<file path="src/logic/limit_alert_regs.vh">
// register offsets, field positions and reset values of the limit/alert block
// included by limit_alert_diag_flags.v only
`ifndef LIMIT_ALERT_REGS_VH
`define LIMIT_ALERT_REGS_VH

`define DIAG_OFFSET        8'h0b
`define SHUNT_OVER_LIMIT_THRESHOLD_OFFSET        8'h0c

`define DIAG_LATCH_BIT     15
`define DIAG_READY_EN_BIT  14
`define DIAG_AVG_SEL_BIT   13
`define DIAG_POL_BIT       12
`define DIAG_MATH_OVERFLOW_FLAG_BIT    9
`define DIAG_TEMP_BIT      7
`define DIAG_SHNT_OV_BIT   6
`define DIAG_SHNT_UN_BIT   5
`define DIAG_BUS_OV_BIT    4
`define DIAG_BUS_UN_BIT    3
`define DIAG_PWR_OV_BIT    2
`define DIAG_READY_BIT     1
`define DIAG_MEM_BIT       0

`define SHUNT_OVER_LIMIT_THRESHOLD_RESET         16'h7fff
`define MEM_OK_RESET       1'b1
`define DEV_ADDR_DEFAULT   7'h40
`define BYTE_LAST          3'h7
`define PWR_LIMIT_PAD      8'h00

`endif

</file>
<file path="src/logic/limit_alert_diag_flags.v">
// limit comparison, diagnostic flags, open-drain alert and i2c register slave
// assumes measurement inputs and strobes come from logic on clk_i, and that
// scl/sda arrive asynchronously from the bus; scl is well below clk_i/4
`timescale 1ns/1ps
`include "limit_alert_regs.vh"

module limit_alert_diag_flags #(
    parameter [6:0] DEV_ADDR = `DEV_ADDR_DEFAULT
) (
    // clock and reset
    input  wire        clk_i,
    input  wire        srst_i,
    // i2c pins (open drain sda)
    input  wire        scl_i,
    input  wire        sda_i,
    output reg         sda_o,
    output reg         sda_oe_n_o,
    // alert pin (open drain)
    output reg         alert_o,
    output reg         alert_oe_n_o,
    // raw conversion results
    input  wire        raw_valid_i,
    input  wire [15:0] shunt_raw_i,
    input  wire [14:0] bus_raw_i,
    input  wire [11:0] temp_raw_i,
    input  wire [23:0] power_raw_i,
    // averaged conversion results
    input  wire        avg_valid_i,
    input  wire [15:0] shunt_avg_i,
    input  wire [14:0] bus_avg_i,
    input  wire [11:0] temp_avg_i,
    input  wire [23:0] power_avg_i,
    // thresholds held elsewhere
    input  wire [15:0] shunt_under_threshold_i,
    input  wire [14:0] bus_over_threshold_i,
    input  wire [14:0] bus_under_threshold_i,
    input  wire [11:0] temp_over_threshold_i,
    input  wire [15:0] power_over_threshold_i,
    // conversion engine events
    input  wire        conversion_start_i,
    input  wire        conversion_done_i,
    input  wire        math_overflow_i,
    input  wire        checksum_error_i,
    // status to the rest of the device
    output reg  [15:0] shunt_over_threshold_o,
    output reg         shunt_range_select_o
);

    localparam [8:0] ST_IDLE  = 9'h001;
    localparam [8:0] ST_ADDR  = 9'h002;
    localparam [8:0] ST_ACK_A = 9'h004;
    localparam [8:0] ST_PTR   = 9'h008;
    localparam [8:0] ST_ACK_P = 9'h010;
    localparam [8:0] ST_WDATA = 9'h020;
    localparam [8:0] ST_ACK_W = 9'h040;
    localparam [8:0] ST_RDATA = 9'h080;
    localparam [8:0] ST_RACK  = 9'h100;

    // pin synchronisers; stage three only feeds edge detection
    reg        scl_m;
    reg        scl_s;
    reg        scl_d;
    reg        sda_m;
    reg        sda_s;
    reg        sda_d;

    // configuration and flags
    reg        alert_latch_mode;
    reg        ready_on_alert_enable;
    reg        averaged_compare_select;
    reg        alert_polarity;
    reg        math_overflow_flag;
    reg        over_temperature_flag;
    reg        shunt_over_limit_flag;
    reg        shunt_under_limit_flag;
    reg        bus_over_limit_flag;
    reg        bus_under_limit_flag;
    reg        power_over_limit_flag;
    reg        conversion_ready_flag;
    reg        trim_memory_status;
    reg [15:0] shunt_over_threshold;

    // i2c engine
    reg [8:0]  state;
    reg [2:0]  bit_cnt;
    reg [7:0]  shift_in;
    reg [7:0]  shift_out;
    reg [7:0]  ptr;
    reg [7:0]  wr_hi;
    reg        rw_bit;
    // set by the eighth rising scl of a byte, so a stale shift value after a
    // start is never taken for a finished byte
    reg        byte_done;
    reg        hi_byte;
    reg [7:0]  rd_lo;
    reg        read_clear;

    wire scl_rise = scl_s & ~scl_d;
    wire scl_fall = ~scl_s & scl_d;
    wire start_c  = scl_s & scl_d & sda_d & ~sda_s;
    wire stop_c   = scl_s & scl_d & ~sda_d & sda_s;

    wire [15:0] diag_flag_register = {alert_latch_mode, ready_on_alert_enable,
        averaged_compare_select, alert_polarity,
        2'b00,
        math_overflow_flag, 1'b0, over_temperature_flag,
        shunt_over_limit_flag, shunt_under_limit_flag, bus_over_limit_flag,
        bus_under_limit_flag, power_over_limit_flag, conversion_ready_flag,
        trim_memory_status};

    function [15:0] reg_read;
        input [7:0] addr;
        begin
            case (addr)
                `DIAG_OFFSET: reg_read = diag_flag_register;
                `SHUNT_OVER_LIMIT_THRESHOLD_OFFSET: reg_read = shunt_over_threshold;
                default:      reg_read = 16'h0000;
            endcase
        end
    endfunction

    wire [15:0] rd_word = reg_read(ptr);

    // transparent: flag follows the latest compare; latched: sticky until read,
    // and a compare that trips in the read cycle wins over the clear
    function upd;
        input f;
        input c;
        input stb;
        input latch;
        input clr;
        begin
            if (latch)
                upd = (f & ~clr) | (stb & c);
            else
                upd = stb ? c : f;
        end
    endfunction

    // compare source selection
    wire        cmp_stb   = averaged_compare_select ? avg_valid_i : raw_valid_i;
    wire [15:0] shunt_v   = averaged_compare_select ? shunt_avg_i : shunt_raw_i;
    wire [14:0] bus_v     = averaged_compare_select ? bus_avg_i   : bus_raw_i;
    wire [11:0] temp_v    = averaged_compare_select ? temp_avg_i  : temp_raw_i;
    wire [23:0] power_v   = averaged_compare_select ? power_avg_i : power_raw_i;

    // shunt and temperature compares signed, bus and power unsigned: a negative over threshold already trips at zero shunt
    wire c_temp  = $signed(temp_v) > $signed(temp_over_threshold_i);
    wire c_sh_ov = $signed(shunt_v) > $signed(shunt_over_threshold);
    wire c_sh_un = $signed(shunt_v) < $signed(shunt_under_threshold_i);
    wire c_bu_ov = bus_v > bus_over_threshold_i;
    wire c_bu_un = bus_v < bus_under_threshold_i;
    wire c_pwr   = power_v > {power_over_threshold_i, `PWR_LIMIT_PAD};

    wire alert_active = over_temperature_flag | shunt_over_limit_flag |
        shunt_under_limit_flag | bus_over_limit_flag | bus_under_limit_flag |
        power_over_limit_flag |
        (conversion_ready_flag & ready_on_alert_enable);

    always @(posedge clk_i) begin
        if (srst_i) begin
            scl_m <= 1'b1;
            scl_s <= 1'b1;
            scl_d <= 1'b1;
            sda_m <= 1'b1;
            sda_s <= 1'b1;
            sda_d <= 1'b1;
        end else begin
            scl_m <= scl_i;
            scl_s <= scl_m;
            scl_d <= scl_s;
            sda_m <= sda_i;
            sda_s <= sda_m;
            sda_d <= sda_s;
        end
    end

    // event flags
    always @(posedge clk_i) begin
        if (srst_i) begin
            math_overflow_flag     <= 1'b0;
            over_temperature_flag  <= 1'b0;
            shunt_over_limit_flag  <= 1'b0;
            shunt_under_limit_flag <= 1'b0;
            bus_over_limit_flag    <= 1'b0;
            bus_under_limit_flag   <= 1'b0;
            power_over_limit_flag  <= 1'b0;
            conversion_ready_flag  <= 1'b0;
            trim_memory_status     <= `MEM_OK_RESET;
        end else begin
            // only the overflow event sets it, only a new conversion clears it
            math_overflow_flag <= (math_overflow_flag & ~conversion_start_i)
                                  | math_overflow_i;
            over_temperature_flag  <= upd(over_temperature_flag, c_temp, cmp_stb,
                                          alert_latch_mode, read_clear);
            shunt_over_limit_flag  <= upd(shunt_over_limit_flag, c_sh_ov, cmp_stb,
                                          alert_latch_mode, read_clear);
            shunt_under_limit_flag <= upd(shunt_under_limit_flag, c_sh_un, cmp_stb,
                                          alert_latch_mode, read_clear);
            bus_over_limit_flag    <= upd(bus_over_limit_flag, c_bu_ov, cmp_stb,
                                          alert_latch_mode, read_clear);
            bus_under_limit_flag   <= upd(bus_under_limit_flag, c_bu_un, cmp_stb,
                                          alert_latch_mode, read_clear);
            power_over_limit_flag  <= upd(power_over_limit_flag, c_pwr, cmp_stb,
                                          alert_latch_mode, read_clear);
            if (alert_latch_mode)
                conversion_ready_flag <= (conversion_ready_flag & ~read_clear
                    & ~conversion_start_i) | conversion_done_i;
            else
                conversion_ready_flag <= (conversion_ready_flag & ~conversion_start_i)
                    | conversion_done_i;
            if (checksum_error_i)
                trim_memory_status <= 1'b0;
        end
    end

    // alert pin: data always low, enable low while pulling the wire down
    always @(posedge clk_i) begin
        if (srst_i) begin
            alert_o      <= 1'b0;
            alert_oe_n_o <= 1'b1;
        end else begin
            alert_o      <= 1'b0;
            alert_oe_n_o <= ~(alert_active ^ alert_polarity);
        end
    end

    // i2c slave: sample on scl rise, change sda on scl fall
    always @(posedge clk_i) begin
        if (srst_i) begin
            state                   <= ST_IDLE;
            bit_cnt                 <= 3'h0;
            shift_in                <= 8'h00;
            shift_out               <= 8'h00;
            ptr                     <= 8'h00;
            wr_hi                   <= 8'h00;
            rw_bit                  <= 1'b0;
            byte_done               <= 1'b0;
            hi_byte                 <= 1'b1;
            rd_lo                   <= 8'h00;
            read_clear              <= 1'b0;
            sda_o                   <= 1'b0;
            sda_oe_n_o              <= 1'b1;
            alert_latch_mode        <= 1'b0;
            ready_on_alert_enable   <= 1'b0;
            averaged_compare_select <= 1'b0;
            alert_polarity          <= 1'b0;
            shunt_over_threshold    <= `SHUNT_OVER_LIMIT_THRESHOLD_RESET;
        end else begin
            read_clear <= 1'b0;
            sda_o      <= 1'b0;
            if (stop_c) begin
                state      <= ST_IDLE;
                sda_oe_n_o <= 1'b1;
            end else if (start_c) begin
                state      <= ST_ADDR;
                bit_cnt    <= 3'h0;
                byte_done  <= 1'b0;
                sda_oe_n_o <= 1'b1;
            end else if (scl_rise) begin
                if ((state & (ST_ADDR | ST_PTR | ST_WDATA)) != 9'h000) begin
                    shift_in  <= {shift_in[6:0], sda_s};
                    bit_cnt   <= bit_cnt + 3'h1;
                    byte_done <= (bit_cnt == `BYTE_LAST);
                end else if (state == ST_RACK) begin
                    rw_bit <= sda_s;    // reused: 1 means the master sent nack
                end
            end else if (scl_fall) begin
                case (state)
                    ST_ADDR: begin
                        if (byte_done) begin
                            byte_done <= 1'b0;
                            if (shift_in[7:1] == DEV_ADDR) begin
                                rw_bit     <= shift_in[0];
                                sda_oe_n_o <= 1'b0;
                                state      <= ST_ACK_A;
                            end else begin
                                state <= ST_IDLE;
                            end
                        end
                    end
                    ST_ACK_A: begin
                        if (rw_bit) begin
                            hi_byte    <= 1'b0;
                            shift_out  <= rd_word[15:8];
                            rd_lo      <= rd_word[7:0];
                            read_clear <= (ptr == `DIAG_OFFSET);
                            sda_oe_n_o <= rd_word[15];
                            state      <= ST_RDATA;
                        end else begin
                            sda_oe_n_o <= 1'b1;
                            state      <= ST_PTR;
                        end
                        bit_cnt <= 3'h0;
                    end
                    ST_PTR: begin
                        if (byte_done) begin
                            byte_done  <= 1'b0;
                            ptr        <= shift_in;
                            sda_oe_n_o <= 1'b0;
                            state      <= ST_ACK_P;
                        end
                    end
                    ST_ACK_P: begin
                        sda_oe_n_o <= 1'b1;
                        hi_byte    <= 1'b1;
                        state      <= ST_WDATA;
                    end
                    ST_WDATA: begin
                        if (byte_done) begin
                            byte_done <= 1'b0;
                            if (hi_byte) begin
                                wr_hi <= shift_in;
                            end else if (ptr == `DIAG_OFFSET) begin
                                // flag bits are not writable
                                alert_latch_mode        <= wr_hi[`DIAG_LATCH_BIT - 8];
                                ready_on_alert_enable   <= wr_hi[`DIAG_READY_EN_BIT - 8];
                                averaged_compare_select <= wr_hi[`DIAG_AVG_SEL_BIT - 8];
                                alert_polarity          <= wr_hi[`DIAG_POL_BIT - 8];
                            end else if (ptr == `SHUNT_OVER_LIMIT_THRESHOLD_OFFSET) begin
                                shunt_over_threshold <= {wr_hi, shift_in};
                            end
                            sda_oe_n_o <= 1'b0;
                            state      <= ST_ACK_W;
                        end
                    end
                    ST_ACK_W: begin
                        sda_oe_n_o <= 1'b1;
                        hi_byte    <= ~hi_byte;
                        state      <= ST_WDATA;
                    end
                    ST_RDATA: begin
                        if (bit_cnt == `BYTE_LAST) begin
                            sda_oe_n_o <= 1'b1;
                            state      <= ST_RACK;
                        end else begin
                            sda_oe_n_o <= shift_out[6];
                            shift_out  <= {shift_out[6:0], 1'b0};
                        end
                        bit_cnt <= bit_cnt + 3'h1;
                    end
                    ST_RACK: begin
                        if (rw_bit) begin
                            state <= ST_IDLE;
                        end else begin
                            // after the low byte the same register repeats
                            shift_out  <= hi_byte ? rd_word[15:8] : rd_lo;
                            sda_oe_n_o <= hi_byte ? rd_word[15] : rd_lo[7];
                            rd_lo      <= hi_byte ? rd_word[7:0] : rd_lo;
                            read_clear <= hi_byte & (ptr == `DIAG_OFFSET);
                            hi_byte    <= ~hi_byte;
                            bit_cnt    <= 3'h0;
                            state      <= ST_RDATA;
                        end
                    end
                    default: begin
                        state <= ST_IDLE;
                    end
                endcase
            end
        end
    end

    always @(posedge clk_i) begin
        if (srst_i) begin
            shunt_over_threshold_o <= `SHUNT_OVER_LIMIT_THRESHOLD_RESET;
            shunt_range_select_o   <= 1'b0;
        end else begin
            shunt_over_threshold_o <= shunt_over_threshold;
            shunt_range_select_o   <= 1'b0;
        end
    end

endmodule // limit_alert_diag_flags

</file>
<file path="config.mk">
export PLATFORM = sky130hd
export DESIGN_NAME = limit_alert_diag_flags
export DESIGN_NICKNAME = d
export VERILOG_FILES = /design/src/logic/limit_alert_diag_flags.v
export VERILOG_INCLUDE_DIRS = /design/src /design/src/logic
export SDC_FILE = /design/constraint.sdc
export NUM_CORES = 1
export LEC_CHECK = 0
export BUFFER_PORTS_ARGS = -buffer_cell sky130_fd_sc_hd__buf_2
export CAP_MARGIN = 15
export CORE_MARGIN = 4
export CORE_UTILIZATION = 45
export DETAILED_ROUTE_END_ITERATION = 8
export PLACE_DENSITY = 0.78
export REMOVE_ABC_BUFFERS = 1
export SLEW_MARGIN = 20
export SYNTH_ARGS = -nofsm -noshare
export SYNTH_HDL_FRONTEND = slang
export SYNTH_SLANG_ARGS = --single-unit
</file>
<file path="constraint.sdc">
create_clock -name clk_i -period 3.5 [get_ports clk_i]
set_input_delay 0.35 -clock clk_i [delete_from_list [all_inputs] [get_ports clk_i]]
set_output_delay 0.35 -clock clk_i [all_outputs]
set_load 0.1 [all_outputs]
</file>
==> flow_summary.html <==
<table>
<tr><th>Metric</th><th>Value</th></tr>
<tr><th colspan="2">Synth</th></tr>
<tr><td>Share of synthesized cell area in full adder, half adder and majority cells</td><td>0.154</td></tr>
<tr><td>Mux share of post-synthesis cell area</td><td>0.141</td></tr>
<tr><td>Area of the mapped netlist</td><td>7570 um2</td></tr>
<tr><td>Warning count from the yosys run</td><td>0</td></tr>
<tr><td>Synth area leader</td><td>sky130_fd_sc_hd__dfxtp_1</td></tr>
<tr><td>Proportion of netlist area held by the largest area contributor</td><td>0.285</td></tr>
<tr><td>Synthesized area divided by synthesized cell count</td><td>8.76 um2</td></tr>
<tr><td>Dominant combinational cell family by area after synthesis</td><td>simple AND/OR/NAND/NOR gates</td></tr>
<tr><td>Synthesized-area fraction occupied by ao, oa, aoi and oai cells</td><td>0.153</td></tr>
<tr><td>Simple-gate portion of the synthesized area</td><td>0.182</td></tr>
<tr><td>Synthesized flop and latch total</td><td>108</td></tr>
<tr><td>Primary flip-flop cell chosen by synthesis mapping</td><td>sky130_fd_sc_hd__dfxtp_1</td></tr>
<tr><td>Cells after Synth</td><td>865</td></tr>
<tr><td>Dominant cells by area after synthesis</td><td>sky130_fd_sc_hd__dfxtp_1, sky130_fd_sc_hd__ha_1, sky130_fd_sc_hd__mux2_2</td></tr>
<tr><td>Fraction of synthesized cell area in xor and xnor cells</td><td>0.00694</td></tr>
<tr><td>Sequential element share of the synthesized area</td><td>0.285</td></tr>
<tr><td>Asr flop ratio synth</td><td>0</td></tr>
<tr><td>Number of flops mapped to enable cells by yosys</td><td>0</td></tr>
<tr><td>Number of unique standard cell types used by synthesis</td><td>69</td></tr>
<tr><th colspan="2">Layout</th></tr>
<tr><td>Growth of design area from synthesis to finish</td><td>20.9%</td></tr>
<tr><td>Ratio of cells with drive above 1 in the final layout</td><td>0.327</td></tr>
<tr><td>Filler Cells Inserted</td><td>1498</td></tr>
<tr><td>Post-route standard cell area excluding fillers</td><td>9160 um2</td></tr>
<tr><td>Layout Nets</td><td>1390</td></tr>
<tr><td>Core utilization of the finished layout</td><td>0.554</td></tr>
<tr><td>Non-filler cells, final</td><td>1307</td></tr>
<tr><th colspan="2">Floorplan</th></tr>
<tr><td>Std-Cell Rows</td><td>47</td></tr>
<tr><td>Total I/O pin count</td><td>239</td></tr>
<tr><td>Area of the die</td><td>19000 um2</td></tr>
<tr><td>Horizontal die dimension</td><td>138 um</td></tr>
<tr><td>Std-Cell Core Area</td><td>16500 um2</td></tr>
<tr><td>Height of the chip</td><td>138 um</td></tr>
<tr><td>Initial core utilization</td><td>0.458</td></tr>
<tr><th colspan="2">Clocking</th></tr>
<tr><td>Clock network latency to the later pin of the worst-skew pair</td><td>0.35 ns</td></tr>
<tr><td>CTS Hold Bufs</td><td>0</td></tr>
<tr><td>Root buffer cell</td><td>sky130_fd_sc_hd__clkbuf_16</td></tr>
<tr><td>CTS tree</td><td>yes</td></tr>
<tr><td>PostCTS Resize Cnt</td><td>0</td></tr>
<tr><td>Number of CTS-inserted buffers</td><td>9</td></tr>
<tr><td>Clock slew seen by the registers of the worst setup and hold paths</td><td>0.07 ns</td></tr>
<tr><td>Buffers from clock root to sink, at most</td><td>2</td></tr>
<tr><td>Number of sinks driven by the clock tree</td><td>108</td></tr>
<tr><td>Count of H-tree levels built during CTS</td><td>3</td></tr>
<tr><td>Post-CTS repair timing setup buffer count</td><td>0</td></tr>
<tr><th colspan="2">Timing</th></tr>
<tr><td>Worst Max-Slew Pin Slew</td><td>0.919 ns</td></tr>
<tr><td>Final setup violation count</td><td>0</td></tr>
<tr><td>Final hold violation count</td><td>0</td></tr>
<tr><td>Smallest setup slack after layout</td><td>0.595 ns</td></tr>
<tr><td>Minimum period implied by the final worst setup slack</td><td>2.90 ns</td></tr>
<tr><td>Final-report max-slew violation count</td><td>0</td></tr>
<tr><td>Worst-case clock skew</td><td>0.0102 ns</td></tr>
<tr><td>FMAX</td><td>0.344 GHz</td></tr>
<tr><td>Unrepaired setup endpoints after global routing</td><td>no</td></tr>
<tr><td>Final period util</td><td>0.830</td></tr>
<tr><td>Worst-case headroom to the max-slew limit</td><td>0.386</td></tr>
<tr><th colspan="2">Power and ir drop</th></tr>
<tr><td>Total power</td><td>2.68 mW</td></tr>
<tr><td>Leakage power</td><td>4.27 nW</td></tr>
<tr><td>PwrDens</td><td>292 nW/um2</td></tr>
<tr><td>VDD IR max</td><td>0.206 mV</td></tr>
<tr><th colspan="2">Critical path</th></tr>
<tr><td>Worst flop-to-flop path endpoint</td><td>bus_under_limit_flag$_SDFFE_PP0P_</td></tr>
<tr><td>Reg2reg setup slack</td><td>0.60 ns</td></tr>
<tr><td>CP Launch Type</td><td>flop</td></tr>
<tr><td>CP endpoint kind</td><td>flop</td></tr>
<tr><td>FF-to-FF Start</td><td>averaged_compare_select$_SDFFE_PP0P_</td></tr>
<tr><td>Peak fanout along the critical path</td><td>44</td></tr>
<tr><td>Data arrival time of the critical path</td><td>3.19 ns</td></tr>
<tr><td>Number of cells traversed by the worst register-to-register path</td><td>9</td></tr>
<tr><td>Setup Crit Path Kind</td><td>reg -&gt; reg</td></tr>
<tr><td>Required time of the worst setup path</td><td>3.78 ns</td></tr>
<tr><th colspan="2">Route</th></tr>
<tr><td>Wire length per cell</td><td>16.5 um</td></tr>
<tr><td>Number of nets still failing antenna checks after routing</td><td>0</td></tr>
<tr><td>Number of search-and-repair iterations in the first detailed-routing pass</td><td>5</td></tr>
<tr><td>Drt initial violations</td><td>384</td></tr>
<tr><td>DRC Markers</td><td>0</td></tr>
<tr><td>WL final</td><td>21600 um</td></tr>
<tr><td>Routed via count divided by cell count</td><td>5.36</td></tr>
<tr><td>Vias</td><td>7001</td></tr>
<tr><th colspan="2">Place</th></tr>
<tr><td>Cell Count Post-Placement</td><td>1288</td></tr>
<tr><td>Half-perimeter wire length of the detailed placement result</td><td>18100 um</td></tr>
<tr><td>Number of port buffers</td><td>235</td></tr>
<tr><td>Pre-CTS setup slack</td><td>0.599 ns</td></tr>
<tr><td>Final Wtd Congestion</td><td>0.928</td></tr>
<tr><td>Standard cell area after detailed placement</td><td>8880 um2</td></tr>
<tr><th colspan="2">Worst hold path</th></tr>
<tr><td>Hold path depth</td><td>2</td></tr>
<tr><td>Hold Path Class</td><td>in -&gt; reg</td></tr>
<tr><td>Critical hold path startpoint</td><td>sda_i</td></tr>
<tr><td>Worst hold endpoint</td><td>sda_m$_SDFF_PP1_</td></tr>
<tr><th colspan="2">Global route</th></tr>
<tr><td>GRT Util Overall</td><td>0.227</td></tr>
<tr><td>Number of global-route vias before repair</td><td>7154</td></tr>
<tr><td>Aggregate global routing overflow</td><td>0</td></tr>
<tr><td>Initial antenna violation count</td><td>3</td></tr>
<tr><td>First-pass GRT wire length</td><td>34000 um</td></tr>
<tr><td>Pin count of the biggest net entering global routing</td><td>60</td></tr>
<tr><th colspan="2">Flow run</th></tr>
<tr><td>Total of max-cap violations</td><td>0</td></tr>
<tr><th colspan="2">Status</th></tr>
<tr><td>Status</td><td>completed</td></tr>
</table>
## worst max-delay path: stages (launching register included)
cell and delay [ns]:
sky130_fd_sc_hd__dfxtp_2 0.65, sky130_fd_sc_hd__buf_12 0.30, sky130_fd_sc_hd__mux2_2 0.39, sky130_fd_sc_hd__ha_1 0.30, sky130_fd_sc_hd__a21oi_1 0.15, sky130_fd_sc_hd__nor2_1 0.06, sky130_fd_sc_hd__a2111oi_0 0.41, sky130_fd_sc_hd__o211ai_1 0.16
sky130_fd_sc_hd__a31o_2 0.25, sky130_fd_sc_hd__a21oi_1 0.12
## placed cells by master, fill, tap and decap left out, drive strengths merged, types with 6 or more instances in the layout
master,Yosys,final
a211o,17,17
inv,97,99
nor4,9,9
nand4,16,16
nor3b,6,6
nand3,9,9
buf,23,241
clkbuf,17,12
nor3,27,27
nor2b,9,9
a221oi,10,10
nand2,42,42
or4,6,6
o211ai,6,6
a21oi,41,41
dfxtp,108,108
mux2,55,55
mux2i,45,45
a211oi,17,17
or2,24,24
a31oi,8,8
nand2b,9,9
o21ai,17,17
a21o,11,11
ha,93,93
nor2,83,83
## cell families after synthesis
family          after synthesis
xor+xnor                      6
simple gates                258
mux                         100
buf+inv                     137
fa+ha+maj                    93
other cells                   1
compound gates              162
flops                       108
## worst max-delay path by stage
| stage | cells past startpoint | endpoint | slack [ns] | start |
|---|---|---|---|---|
| final | 9 | bus_under_limit_flag$_SDFFE_PP0P_ | 0.60 | averaged_compare_select$_SDFFE_PP0P_ |
| after CTS | 9 | bus_under_limit_flag$_SDFFE_PP0P_ | 0.58 | averaged_compare_select$_SDFFE_PP0P_ |
| after detailed placement | 9 | bus_under_limit_flag$_SDFFE_PP0P_ | 0.60 | averaged_compare_select$_SDFFE_PP0P_ |
| after global routing | 9 | bus_under_limit_flag$_SDFFE_PP0P_ | 0.43 | averaged_compare_select$_SDFFE_PP0P_ |
| after floorplan | 8 | shunt_over_limit_flag$_SDFFE_PP0P_ | -0.02 | averaged_compare_select$_SDFFE_PP0P_ |
| after global placement | 9 | shunt_over_limit_flag$_SDFFE_PP0P_ | 0.79 | averaged_compare_select$_SDFFE_PP0P_ |
## metal layers
layer	track usage	share of wire	vias to the layer above	routed length (um)
met4	0.105	0.036	0	772
met3	0.0358	0.056	48	1200
li1	-	-	3524	-
met5	0	0	-	0
met2	0.427	0.54	219	11600
met1	0.246	0.37	3210	8030
## area by class of cell
type | count | area [um2] | area share
multi-input combinational | 622 | 4840 | 0.529
timing repair buffer | 241 | 1230 | 0.135
antenna | 3 | 7.51 | 0.000820
clock inverter | 4 | 32.5 | 0.00355
clock buffer | 12 | 236 | 0.0258
tap | 220 | 275 | 0.0301
inverter | 97 | 364 | 0.0398
sequential | 108 | 2160 | 0.236
## state kept, by name, summed over array words and instances (netlist names), 3 cells and up
name                    flops
shunt_over_threshold_o     16
rd_lo                       8
shift_out                   7
shift_in                    8
ptr                         8
state                       9
shunt_over_threshold       16
wr_hi                       8
bit_cnt                     3
## where the power goes
part	internal, mW	switching [mW]	leakage [nW]	total (mW)
clock network	0.489	0.452	0.124	0.941
logic	0.231	0.246	3.28	0.478
registers	1.24	0.0160	0.875	1.26
## stage by stage
stage / hold WS (ns) / TNS (ns)
after global routing: 0.194 / 0
after floorplan: 0.389 / -0.0192
after global placement: 0.401 / 0
after detailed placement: 0.395 / 0
final: 0.190 / 0
after CTS: 0.181 / 0
## cells in the mapped netlist, drive strengths merged, types with 2 or more instances
| cell | count |
|---|---|
| a2111oi | 3 |
| o21ai | 17 |
| or3b | 2 |
| mux2 | 55 |
| a31o | 3 |
| clkbuf | 17 |
| a211oi | 17 |
| or4 | 6 |
| xnor2 | 4 |
| a222oi | 5 |
| a31oi | 8 |
| a21o | 11 |
| a21oi | 41 |
| or2 | 24 |
| nand2b | 9 |
| dfxtp | 108 |
| nand4b | 2 |
| a22oi | 2 |
| o21bai | 4 |
| o2111ai | 2 |
| and4 | 3 |
| xor2 | 2 |
| nand2 | 42 |
| a211o | 17 |
| or3 | 3 |
| nand4 | 16 |
| buf | 23 |
| mux2i | 45 |
| a221oi | 10 |
| inv | 97 |
| nor2b | 9 |
| nor4 | 9 |
| and2 | 3 |
| o211ai | 6 |
| a2bb2oi | 2 |
| ha | 93 |
| and3 | 2 |
| o31ai | 2 |
| a22o | 5 |
| nor3b | 6 |
| nor2 | 83 |
| nor3 | 27 |
| nand3b | 2 |
| nand3 | 9 |
Note: power is estimated with default switching activity, not from simulation.
